**src/hdl/pfs_regs.vh**
```
`ifndef PFS_REGS_VH
`define PFS_REGS_VH
// Command codes
`define PFS_CMD_CLEAR 8'h03
`define PFS_CMD_COLD_ACT 8'h54
`define PFS_CMD_HI_FLT 8'h55
`define PFS_CMD_HI_ACT 8'h56
`define PFS_CMD_HI_WARN 8'h57
`define PFS_CMD_LO_WARN 8'h58
`define PFS_CMD_LO_FLT 8'h59
`define PFS_CMD_LO_ACT 8'h5a
`define PFS_CMD_GOOD 8'h5e
`define PFS_CMD_TON_WAIT 8'h60
`define PFS_CMD_TON_RAMP 8'h61
`define PFS_CMD_TOFF_WAIT 8'h64
`define PFS_CMD_TOFF_RAMP 8'h65
`define PFS_CMD_SUM_LOW 8'h78
`define PFS_CMD_SUM_FULL 8'h79
`define PFS_CMD_IN_STAT 8'h7c
`define PFS_CMD_COMM_STAT 8'h7e
// Reset values and action codes
`define PFS_ACT_STOP 8'h80
`define PFS_ACT_RETRY 8'hbf
`define PFS_RST_HI_FLT 16'hd3a0
`define PFS_RST_HI_WARN 16'hd343
// Summary bit positions
`define PFS_B_BUSY 7
`define PFS_B_OFF 6
`define PFS_B_OUT_OV 5
`define PFS_B_OUT_OC 4
`define PFS_B_IN_UV 3
`define PFS_B_TEMP 2
`define PFS_B_COMM 1
`define PFS_B_OTHER 0
`define PFS_B_VOUT 15
`define PFS_B_IOUT 14
`define PFS_B_INPUT 13
`define PFS_B_PG_N 11
// Input status bit positions
`define PFS_I_OV_F 7
`define PFS_I_OV_W 6
`define PFS_I_UV_W 5
`define PFS_I_UV_F 4
// Communication status bit for refused writes
`define PFS_C_WRPROT 1
// Timing
`define PFS_CLK_KHZ 200000
`define PFS_RETRY_MS 70
`define PFS_MS_PER_S 1000
`endif

```
**src/hdl/pfs_top.v**
```verilog
`timescale 1ns/1ps
`include "pfs_regs.vh"
// Overview of operation
// - Actions 80h stop, BFh retry every 70ms
// - Retry pause runs between restart attempts
// - Action bytes reset to 80h
// - Input overvoltage fault above 16-bit limit
// - Input undervoltage fault below strapped limit
// - Input high warning sets status, alerts host
// - Input low warning sets status, alerts host
// - Undervoltage fault clears above warning level
// - Low warning defaults to 1.1x fault strap
// - High warning protectable, resets to D343h
// - Power-good on above level, off below UV
// - Good level defaults to 0.9x output strap
// - Turn-on wait before output rise
// - Ramp output up over rise time
// - Turn-off wait in seconds before fall
// - Ramp output down over fall time
// - Summary byte bit map busy..other
// - Off bit whenever output unpowered
// - Status word upper byte bit map
// - Word low byte shares summary storage
// - Word bit 11 set while power-good low
// - Input status byte bits 7 to 4
// - Refused write sets communication bit 1
module pfs_top #(
  parameter MS_CYC = `PFS_CLK_KHZ, // Clock cycles in one millisecond
  parameter RETRY_CYC = `PFS_RETRY_MS * (`PFS_CLK_KHZ / 1000) * 1000,
  parameter MS_PER_S = `PFS_MS_PER_S
) (
  input wire i_mclk,
  input wire i_rst,
  input wire i_cmd_wr,
  input wire i_cmd_rd,
  input wire [7:0] i_cmd_code,
  input wire [15:0] i_cmd_wdata,
  output reg [15:0] o_cmd_rdata,
  output reg o_cmd_rvalid,
  input wire i_write_protect,
  input wire i_enable,
  input wire [15:0] i_vin_meas,
  input wire [15:0] i_vout_meas,
  input wire [15:0] i_vout_uv_level,
  input wire i_cold_fault,
  input wire i_busy_evt,
  input wire i_out_ov_evt,
  input wire i_out_oc_evt,
  input wire [15:0] i_strap_lo_flt,
  input wire [15:0] i_strap_vout,
  input wire [15:0] i_strap_ton_wait,
  input wire [15:0] i_strap_ton_ramp,
  input wire [15:0] i_strap_toff_wait,
  input wire [15:0] i_strap_toff_ramp,
  output reg o_output_on,
  output reg o_ramp_up,
  output reg o_ramp_down,
  output reg o_power_good,
  output reg o_alert_n
);

  // Sequencer states, one-hot
  localparam S_OFF = 8'h01;
  localparam S_TON_W = 8'h02;
  localparam S_RISE = 8'h04;
  localparam S_ON = 8'h08;
  localparam S_TOFF_W = 8'h10;
  localparam S_FALL = 8'h20;
  localparam S_HALT = 8'h40;
  localparam S_RETRY = 8'h80;

  // Linear-eleven value to signed fixed point, 8 fraction bits
  function signed [31:0] l11_fx;
    input [15:0] v;
    reg signed [31:0] m;
    reg signed [5:0] e;
    begin
      m = {{21{v[10]}}, v[10:0]};
      e = $signed({v[15], v[15:11]}) + 6'sd8;
      if (e[5])
        l11_fx = m >>> (-e);
      else
        l11_fx = m <<< e;
    end
  endfunction

  // Linear-eleven time to whole units, negatives clamp to zero
  function [31:0] l11_int;
    input [15:0] v;
    reg signed [31:0] f;
    begin
      f = l11_fx(v);
      if (f[31])
        l11_int = 32'h0;
      else
        l11_int = {8'h00, f[31:8]};
    end
  endfunction

  reg [7:0] cold_act_q, hi_act_q, lo_act_q;
  reg [15:0] hi_flt_q, hi_warn_q, lo_warn_q, lo_flt_q, good_q;
  reg [15:0] ton_wait_q, ton_ramp_q, toff_wait_q, toff_ramp_q;
  reg strap_ld_q;
  reg [7:0] state_q, state_d;
  reg [31:0] ms_div_q, cnt_q, tgt_d;
  reg cnt_clr;
  reg lo_flt_act_q;
  reg [3:0] in_stat_q;
  reg busy_q, out_ov_q, out_oc_q, temp_q, comm_q;
  wire [7:0] fault_act;
  wire ms_tick;
  wire hi_flt_now, hi_warn_now, lo_warn_now, lo_flt_now;
  wire any_fault;
  wire is_off;
  wire [7:0] sum_low;
  wire [15:0] sum_full;
  wire clr;
  wire [27:0] lo_warn_m, lo_warn_div;
  wire [19:0] good_m, good_div;

  // Millisecond enable pulse
  assign ms_tick = (ms_div_q == MS_CYC - 1);
  always @(posedge i_mclk) begin
    if (i_rst || ms_tick)
      ms_div_q <= 32'h0;
    else
      ms_div_q <= ms_div_q + 32'h1;
  end

  // Limit comparisons on input voltage
  assign hi_flt_now = l11_fx(i_vin_meas) > l11_fx(hi_flt_q);
  assign hi_warn_now = l11_fx(i_vin_meas) > l11_fx(hi_warn_q);
  assign lo_warn_now = l11_fx(i_vin_meas) < l11_fx(lo_warn_q);
  assign lo_flt_now = l11_fx(i_vin_meas) < l11_fx(lo_flt_q);

  // Undervoltage fault holds until input climbs over warning level
  always @(posedge i_mclk) begin
    if (i_rst)
      lo_flt_act_q <= 1'b0;
    else if (lo_flt_now)
      lo_flt_act_q <= 1'b1;
    else if (l11_fx(i_vin_meas) > l11_fx(lo_warn_q))
      lo_flt_act_q <= 1'b0;
  end

  // Strapped default scaling: low warning 1.1x, good level 0.9x
  assign lo_warn_m = {{17{i_strap_lo_flt[10]}}, i_strap_lo_flt[10:0]}
    * 28'sd11;
  assign good_m = {4'h0, i_strap_vout} * 20'd9;
  assign lo_warn_div = lo_warn_m / 28'd10;
  assign good_div = good_m / 20'd10;

  assign clr = i_cmd_wr && (i_cmd_code == `PFS_CMD_CLEAR);

  // Command register writes and strap capture after reset release
  always @(posedge i_mclk) begin
    if (i_rst) begin
      {cold_act_q, hi_act_q, lo_act_q} <= {3{`PFS_ACT_STOP}};
      {hi_flt_q, hi_warn_q} <= {`PFS_RST_HI_FLT, `PFS_RST_HI_WARN};
      {lo_warn_q, lo_flt_q, good_q} <= 48'h0;
      {ton_wait_q, ton_ramp_q, toff_wait_q, toff_ramp_q} <= 64'h0;
      strap_ld_q <= 1'b1;
    end else if (strap_ld_q) begin
      lo_flt_q <= i_strap_lo_flt;
      lo_warn_q <= {i_strap_lo_flt[15:11], lo_warn_div[10:0]};
      good_q <= good_div[15:0];
      ton_wait_q <= i_strap_ton_wait;
      ton_ramp_q <= i_strap_ton_ramp;
      toff_wait_q <= i_strap_toff_wait;
      toff_ramp_q <= i_strap_toff_ramp;
      strap_ld_q <= 1'b0;
    end else if (i_cmd_wr) begin
      case (i_cmd_code)
        `PFS_CMD_COLD_ACT: cold_act_q <= i_cmd_wdata[7:0];
        `PFS_CMD_HI_FLT: hi_flt_q <= i_cmd_wdata;
        `PFS_CMD_HI_ACT: hi_act_q <= i_cmd_wdata[7:0];
        `PFS_CMD_HI_WARN: begin
          if (!i_write_protect)
            hi_warn_q <= i_cmd_wdata;
        end
        `PFS_CMD_LO_WARN: lo_warn_q <= i_cmd_wdata;
        `PFS_CMD_LO_FLT: lo_flt_q <= i_cmd_wdata;
        `PFS_CMD_LO_ACT: lo_act_q <= i_cmd_wdata[7:0];
        `PFS_CMD_GOOD: good_q <= i_cmd_wdata;
        `PFS_CMD_TON_WAIT: ton_wait_q <= i_cmd_wdata;
        `PFS_CMD_TON_RAMP: ton_ramp_q <= i_cmd_wdata;
        `PFS_CMD_TOFF_WAIT: toff_wait_q <= i_cmd_wdata;
        `PFS_CMD_TOFF_RAMP: toff_ramp_q <= i_cmd_wdata;
        default: ;
      endcase
    end
  end

  // Sticky status bits; a new event wins over a clear
  always @(posedge i_mclk) begin
    if (i_rst) begin
      in_stat_q <= 4'h0;
      {busy_q, out_ov_q, out_oc_q, temp_q, comm_q} <= 5'h00;
    end else begin
      in_stat_q[`PFS_I_OV_F - 4] <= hi_flt_now
        | (in_stat_q[`PFS_I_OV_F - 4] & ~clr);
      in_stat_q[`PFS_I_OV_W - 4] <= hi_warn_now
        | (in_stat_q[`PFS_I_OV_W - 4] & ~clr);
      in_stat_q[`PFS_I_UV_W - 4] <= lo_warn_now
        | (in_stat_q[`PFS_I_UV_W - 4] & ~clr);
      in_stat_q[`PFS_I_UV_F - 4] <= lo_flt_act_q
        | (in_stat_q[`PFS_I_UV_F - 4] & ~clr);
      busy_q <= i_busy_evt | (busy_q & ~clr);
      out_ov_q <= i_out_ov_evt | (out_ov_q & ~clr);
      out_oc_q <= i_out_oc_evt | (out_oc_q & ~clr);
      temp_q <= i_cold_fault | (temp_q & ~clr);
      comm_q <= (i_cmd_wr && !strap_ld_q
        && ((i_cmd_code == `PFS_CMD_HI_WARN && i_write_protect)
        || i_cmd_code == `PFS_CMD_SUM_LOW
        || i_cmd_code == `PFS_CMD_SUM_FULL
        || i_cmd_code == `PFS_CMD_IN_STAT
        || i_cmd_code == `PFS_CMD_COMM_STAT))
        | (comm_q & ~clr);
    end
  end

  // Fault source picks the action byte; first match wins
  assign any_fault = hi_flt_now | lo_flt_act_q | i_cold_fault;
  assign fault_act = hi_flt_now ? hi_act_q
    : (lo_flt_act_q ? lo_act_q : cold_act_q);

  // Sequencer next state and timer targets in ms or cycles
  always @* begin
    state_d = state_q;
    cnt_clr = 1'b0;
    case (state_q)
      S_TON_W: tgt_d = l11_int(ton_wait_q);
      S_RISE: tgt_d = l11_int(ton_ramp_q);
      S_TOFF_W: tgt_d = l11_int(toff_wait_q) * MS_PER_S;
      S_FALL: tgt_d = l11_int(toff_ramp_q);
      S_RETRY: tgt_d = RETRY_CYC - 1;
      default: tgt_d = 32'h0;
    endcase
    if (any_fault && (state_q & (S_TON_W | S_RISE | S_ON
        | S_TOFF_W | S_FALL)) != 8'h00) begin
      cnt_clr = 1'b1;
      if (fault_act == `PFS_ACT_RETRY)
        state_d = S_RETRY;
      else
        state_d = S_HALT;
    end else begin
      case (state_q)
        S_OFF: begin
          if (i_enable && !any_fault) begin
            state_d = S_TON_W;
            cnt_clr = 1'b1;
          end
        end
        S_TON_W: begin
          if (!i_enable) begin
            state_d = S_OFF;
            cnt_clr = 1'b1;
          end else if (cnt_q >= tgt_d) begin
            state_d = S_RISE;
            cnt_clr = 1'b1;
          end
        end
        S_RISE: begin
          if (cnt_q >= tgt_d) begin
            state_d = S_ON;
            cnt_clr = 1'b1;
          end
        end
        S_ON: begin
          if (!i_enable) begin
            state_d = S_TOFF_W;
            cnt_clr = 1'b1;
          end
        end
        S_TOFF_W: begin
          if (i_enable) begin
            state_d = S_ON;
            cnt_clr = 1'b1;
          end else if (cnt_q >= tgt_d) begin
            state_d = S_FALL;
            cnt_clr = 1'b1;
          end
        end
        S_FALL: begin
          if (cnt_q >= tgt_d) begin
            state_d = S_OFF;
            cnt_clr = 1'b1;
          end
        end
        S_HALT: begin
          if (!i_enable) begin
            state_d = S_OFF;
            cnt_clr = 1'b1;
          end
        end
        S_RETRY: begin
          if (!i_enable) begin
            state_d = S_OFF;
            cnt_clr = 1'b1;
          end else if (cnt_q >= tgt_d) begin
            cnt_clr = 1'b1;
            if (!any_fault)
              state_d = S_TON_W;
          end
        end
        default: begin
          state_d = S_OFF;
          cnt_clr = 1'b1;
        end
      endcase
    end
  end

  // Sequencer state and timer; retry counts cycles, others ms
  always @(posedge i_mclk) begin
    if (i_rst) begin
      state_q <= S_OFF;
      cnt_q <= 32'h0;
    end else begin
      state_q <= state_d;
      if (cnt_clr)
        cnt_q <= 32'h0;
      else if (state_q == S_RETRY || ms_tick)
        cnt_q <= cnt_q + 32'h1;
    end
  end

  // Power-good with hysteresis on output voltage
  always @(posedge i_mclk) begin
    if (i_rst)
      o_power_good <= 1'b0;
    else if (i_vout_meas < i_vout_uv_level)
      o_power_good <= 1'b0;
    else if (i_vout_meas > good_q)
      o_power_good <= 1'b1;
  end

  // Off whenever output is not being driven
  assign is_off = (state_q & (S_RISE | S_ON | S_TOFF_W | S_FALL))
    == 8'h00;

  assign sum_low = {busy_q, is_off, out_ov_q, out_oc_q,
    in_stat_q[`PFS_I_UV_F - 4], temp_q, comm_q,
    in_stat_q[`PFS_I_OV_F - 4] | in_stat_q[`PFS_I_OV_W - 4]
    | in_stat_q[`PFS_I_UV_W - 4]};
  assign sum_full = {out_ov_q, out_oc_q, |in_stat_q, 1'b0,
    ~o_power_good, 3'b000, sum_low};

  // Sequencer outputs and host alert
  always @(posedge i_mclk) begin
    if (i_rst) begin
      {o_output_on, o_ramp_up, o_ramp_down} <= 3'b000;
      o_alert_n <= 1'b1;
    end else begin
      o_output_on <= (state_d & (S_RISE | S_ON | S_TOFF_W | S_FALL))
        != 8'h00;
      o_ramp_up <= state_d == S_RISE;
      o_ramp_down <= state_d == S_FALL;
      o_alert_n <= ~(|in_stat_q | busy_q | out_ov_q | out_oc_q
        | temp_q | comm_q);
    end
  end

  // Read port: data one cycle after the read strobe
  always @(posedge i_mclk) begin
    if (i_rst) begin
      {o_cmd_rdata, o_cmd_rvalid} <= 17'h00000;
    end else begin
      o_cmd_rvalid <= i_cmd_rd;
      if (i_cmd_rd) begin
        case (i_cmd_code)
          `PFS_CMD_COLD_ACT: o_cmd_rdata <= {8'h00, cold_act_q};
          `PFS_CMD_HI_FLT: o_cmd_rdata <= hi_flt_q;
          `PFS_CMD_HI_ACT: o_cmd_rdata <= {8'h00, hi_act_q};
          `PFS_CMD_HI_WARN: o_cmd_rdata <= hi_warn_q;
          `PFS_CMD_LO_WARN: o_cmd_rdata <= lo_warn_q;
          `PFS_CMD_LO_FLT: o_cmd_rdata <= lo_flt_q;
          `PFS_CMD_LO_ACT: o_cmd_rdata <= {8'h00, lo_act_q};
          `PFS_CMD_GOOD: o_cmd_rdata <= good_q;
          `PFS_CMD_TON_WAIT: o_cmd_rdata <= ton_wait_q;
          `PFS_CMD_TON_RAMP: o_cmd_rdata <= ton_ramp_q;
          `PFS_CMD_TOFF_WAIT: o_cmd_rdata <= toff_wait_q;
          `PFS_CMD_TOFF_RAMP: o_cmd_rdata <= toff_ramp_q;
          `PFS_CMD_SUM_LOW: o_cmd_rdata <= {8'h00, sum_low};
          `PFS_CMD_SUM_FULL: o_cmd_rdata <= sum_full;
          `PFS_CMD_IN_STAT: o_cmd_rdata <= {8'h00, in_stat_q, 4'h0};
          `PFS_CMD_COMM_STAT: o_cmd_rdata <= {14'h0000, comm_q, 1'b0};
          default: o_cmd_rdata <= 16'h0000;
        endcase
      end
    end
  end

endmodule // pfs_top
```
**config.mk**
```make
export PLATFORM = sky130hd
export DESIGN_NAME = pfs_top
export DESIGN_NICKNAME = d
export VERILOG_FILES = /design/src/hdl/pfs_top.v
export VERILOG_INCLUDE_DIRS = /design/src /design/src/hdl
export SDC_FILE = /design/constraint.sdc
export NUM_CORES = 2
export LEC_CHECK = 0
export BUFFER_PORTS_ARGS = -buffer_cell sky130_fd_sc_hd__clkbuf_2
export CELL_PAD_IN_SITES_DETAIL_PLACEMENT = 0
export CELL_PAD_IN_SITES_GLOBAL_PLACEMENT = 1
export CORE_MARGIN = 2
export CORE_UTILIZATION = 50
export DETAILED_ROUTE_END_ITERATION = 10
export PLACE_DENSITY = 0.88
export SYNTH_ARGS = -nofsm -noshare
export SYNTH_HDL_FRONTEND = slang
export SYNTH_SLANG_ARGS = --single-unit
```
**constraint.sdc**
```tcl
create_clock -name i_mclk -period 20.1 [get_ports i_mclk]
set_input_delay 4.02 -clock i_mclk [delete_from_list [all_inputs] [get_ports i_mclk]]
set_output_delay 4.02 -clock i_mclk [all_outputs]
set_load 0.005 [all_outputs]
```
Word level (Yosys, flattened, before mapping)
Index checks and enable logic that the tools add are counted.

operators by class
  multiply operators = 3
  reductions and logical operators = 44
  mux-type cells = 72
  equal/unequal tests = 29
  div/mod/pow operators = 2
  bitwise gates (word level) = 32
  $add $sub $neg = 20
  order comparisons = 8
  shift-type cells = 18

operator list
  kind                   count
  $mux 32                18
  $mux 16                21
  $sshl 11x6->32         9
  $sshr 11x6->32         9
  $pmux 16 s16           1
  $pmux 32 s5            1
  $eq 8x7->1 const B     17
  $mux 8                 16
  $gt 32x32->1           3
  $mux 23                4
  $add 32x1->32 const B  2
  $lt 32x32->1           2
  $pmux 8 s8             1
  $add 5x5->6 const B    9
  $neg 6->6              9
  $eq 32x18->1 const B   1
  $ge 32x32->1           1
  $mul 32x7->29 const B  1
  $div 28x4->28 const B  1
  $div 20x4->20 const B  1
  $mul 16x4->20 const B  1
  $or 1x1->1             18
  $reduce_bool 2->1      9
  $eq 8x2->1 const B     2
  other kinds (23)       71

storage, ports and cells
  input bits = 178
  output and inout port bits = 22
  bits in registers = 273

Logic depth before layout (Yosys ltp)
  depth after elaboration = 15
  depth in mapped cells = 55

Worst setup path after synthesis
No wires, ideal clock.

  path type = input port to flip-flop
  start = in i_strap_vout[1]
  end = reg good_q[0]
  path slack = 8.428 ns
  path buffers = 3
  arrival time = 11.545 ns
  stages on the path = 33
  path through = ha_1 > ha_1 > inv_1 > fa_1 > and2b_4 > o2111ai_2 > a21oi_4 > mux2_2 > a31o_1 > and3_1 > buf_6 > nand2_1 > a31oi_1 > a2111o_1 > o211ai_1 > o311a_2 > and3_1 > buf_4 > o21ai_2 > buf_2 > o2bb2ai_1 > nor3_2 > mux2_4 > a311o_2 > a2111oi_2 > o21ai_1 > and2_4 > a221o_1 > nor3_1 > o41ai_4 > maj3_1 > a211oi_1 > a211oi_2

between the ends
  word-level cells in the longest chain between the ends = 3

ends and longest elaborated chain
  what                  line           text
  from (decl)           pfs_top.v:50   input wire [15:0] i_strap_vout,
  $mul 16x4->20         pfs_top.v:149  assign good_m = {4'h0, i_strap_vout} * 20'd9;
  $div 20x4->20         pfs_top.v:151  assign good_div = good_m / 20'd10;
  $mux 16               pfs_top.v:163  end else if (strap_ld_q) begin
  to (signal assigned)  pfs_top.v:166  good_q <= good_div[15:0];
  to (signal assigned)  pfs_top.v:184  `PFS_CMD_GOOD: good_q <= i_cmd_wdata;
  to (decl)             pfs_top.v:101  reg [15:0] hi_flt_q, hi_warn_q, lo_warn_q, lo_flt_q, good_q;

Every way passes these cells.
A chain may end at the register's enable or synchronous reset.

Worst setup path after layout
Same ends and word-level chain as after synthesis.

==> metrics <==
Initial Util 0.503; Worst Path Arrival 13.53 ns; GRT Max-Usage Layer met2; Ports 200; Psw ~1.9 mW; die area about 77,000 sq um; clk_skew about 0.021 ns; RR Startpoint toff_wait_q[11]; TritonCTS clock tree done; status finished clean; Hold Path Stages 1; final setup fails 0; GR Util met2 0.525; row count 100; Reg power frac 0.174; most frequent cells in the layout 586 x a21oi_1, 538 x nand2_1, 529 x nor2_1; Skew-Pair Late Insertion Delay around 0.58 ns; WHS Endpoint ms_div_q[0]; Vias/cell 6.48; fill cell count a little over 7,000; CTS H-tree depth 2; async set-reset flop share out of synthesis 0; Max Slew Vio Count 0; clk slew on worst S/H paths approximately 0.060 ns; Hold WC Path Type flip-flop to flip-flop; first-pass GRT wire length about 210,000 um; number of flops mapped to enable cells by yosys 0; max_slew headroom 0.160; Worst R2R End cnt_q[29]; R2R depth 34; final WL roughly 140,000 um; Final min period 13.04 ns; total number of vias around 39,000; max-cap viol count 0; slowest CP cell xnor2_1; final-report hold violation count 0; Setup crit end kind flip-flop; setup TNS 0 ns; Syn Nets roughly 5,700; drt wl/cell about 22 um; vias in the first global route about 35,000; die height about 280 um; met1 Usage GRT 0.468; die width 277 um; CTS sink count 273; Worst-Margin Slew around 1.2 ns; Cell Area, Synth ~37,000 sq um; Ys Warns 0; RSZ-0062 raised after global routing false; Comb power frac 0.645; remaining global-route overflow 0; CP Class primary input to flip-flop; Cell Area, Placed 38,700 sq um; initial antenna violation count 8; CTS buffer count 36; Top FF cell, synth dfxtp_1; Post-CTS Setup Repair Bufs 0; switching part of the total power 0.497; pin count of the biggest net entering global routing 92; Startpoint Class primary input; Worst Min Path Start ms_div_q[0]; P_int between 1.5 and 2 mW; Final period util 0.649; Clk pwr share 0.181; area of the multi-input gates roughly 30,000 sq um; fin util 0.539; commonest non-fill, non-tap cell in the layout a21oi_1; Final HPWL DP about 100,000 um; Gate Count Post-Synth approximately 5,000; cells resized by post-CTS repair 0; Finished Layout Cells ~6,100; routability congestion estimate 1.01; placed cell count 6,007; worst-path maximum fanout 12; DRC 0; Clock Tree Buf Depth 3; post-synthesis cell type count 128; Achievable Freq around 77 MHz; max incr delay on CP approximately 0.96 ns; Storage cell area approximately 5500 sq um; core area 74,100 sq um; Hold WS around 0.46 ns; antenna-violating nets left 0; Pwr Density ~95 nW/um^2; syn_area_per_cell ~7.3 sq um; root buffer cell clkbuf_16; Crit path required time 20.59 ns; met3 GRT Util 0.0618; count of input and output buffers a little under 200; synthesis-to-layout area growth 7.14%; R2R Setup Slk 7.82 ns; VDD IR max ~160 uV; Tot GR Track Use 0.341; Top Registers cnt_q: 32 flops, ms_div_q: 32 flops; Pleak between 15 and 20 nW; nets@finish approximately 5,700; Starting DRT DRC Count between 4,000 and 5,000; DRT Pass-1 Iters 9; share of cells above drive strength 1 0.104; register area share after synthesis 0.147; Seq cells post-synth about 270; Design Area, Final ~40,000 sq um; hold_buf cts 0
[logic make-up after synthesis]
kind of cell,share of synthesized area
simple gates,0.231
compound gates,0.278
buf+inv,0.0547
fa+ha+maj,0.163
mux,0.0917
flops,0.147
xor+xnor,0.0352
[power groups by stage]
| stage | sequential [mW] | combinational, mW | clock, mW |
|---|---|---|---|
| final | 0.659 | 2.44 | 0.686 |
| after global routing | 0.659 | 2.69 | 0.714 |
| after CTS | 0.654 | 2.38 | 0.693 |
| after detailed placement | 0.666 | 2.37 | 0 |
| after global placement | 0.665 | 2.35 | 0 |
| after floorplan | 0.611 | 1.88 | 0 |
[Yosys cell counts (81+ instances only)]
library cell	instances	area, sq um
dfxtp_1	273	5470
a211oi_1	96	721
clkbuf_1	268	1010
ha_1	336	4200
mux2i_1	208	2080
xnor2_1	81	709
nand3_1	178	891
nor2_1	531	1990
nor3_1	100	500
nor2b_1	103	644
o21ai_0	286	1430
inv_1	178	668
nand2_1	538	2020
a21oi_1	586	2930
fa_1	91	1820
[metal layers]
metal,vias up,part of all wire
met5,-,0.00053
met4,12,0.049
met3,337,0.095
met2,1918,0.43
met1,18400,0.43
li1,18700,-
[area by class of cell]
| class | count | area share |
|---|---|---|
| antenna | 3 | 0.000188 |
| clock buffer | 49 | 0.0253 |
| clock inverter | 16 | 0.00542 |
| inverter | 188 | 0.0177 |
| multi-input combinational | 4314 | 0.747 |
| sequential | 273 | 0.137 |
| tap | 969 | 0.0304 |
| timing repair buffer | 263 | 0.0372 |
[metrics by stage]
stage          total power, mW  worst slack [ns]
2_1_floorplan             2.49              8.43
3_3_place_gp              3.01              6.80
3_5_place_dp              3.03              6.67
4_1_cts                   3.73              7.25
5_1_grt                   4.07              6.45
6_report                  3.79              7.06
[critical path, delay by kind of cell]
family	cells	cell delay [ns]
compound gates	16	4.86
xor+xnor	1	0.96
mux	2	0.72
fa+ha+maj	3	0.92
simple gates	7	1.83
buf+inv	2	0.20
[how the worst max path moves through the flow]
| stage | end | slack [ns] | startpoint | cells past startpoint |
|---|---|---|---|---|
| after global placement | good_q[0] | 6.80 | i_strap_vout[1] | 31 |
| after floorplan | good_q[0] | 8.43 | i_strap_vout[1] | 33 |
| after detailed placement | good_q[0] | 6.67 | i_strap_vout[1] | 31 |
| final | good_q[0] | 7.06 | i_strap_vout[1] | 31 |
| after CTS | good_q[0] | 7.25 | i_strap_vout[1] | 31 |
| after global routing | good_q[0] | 6.45 | i_strap_vout[1] | 31 |
Note: power is estimated with default switching activity, not from simulation.
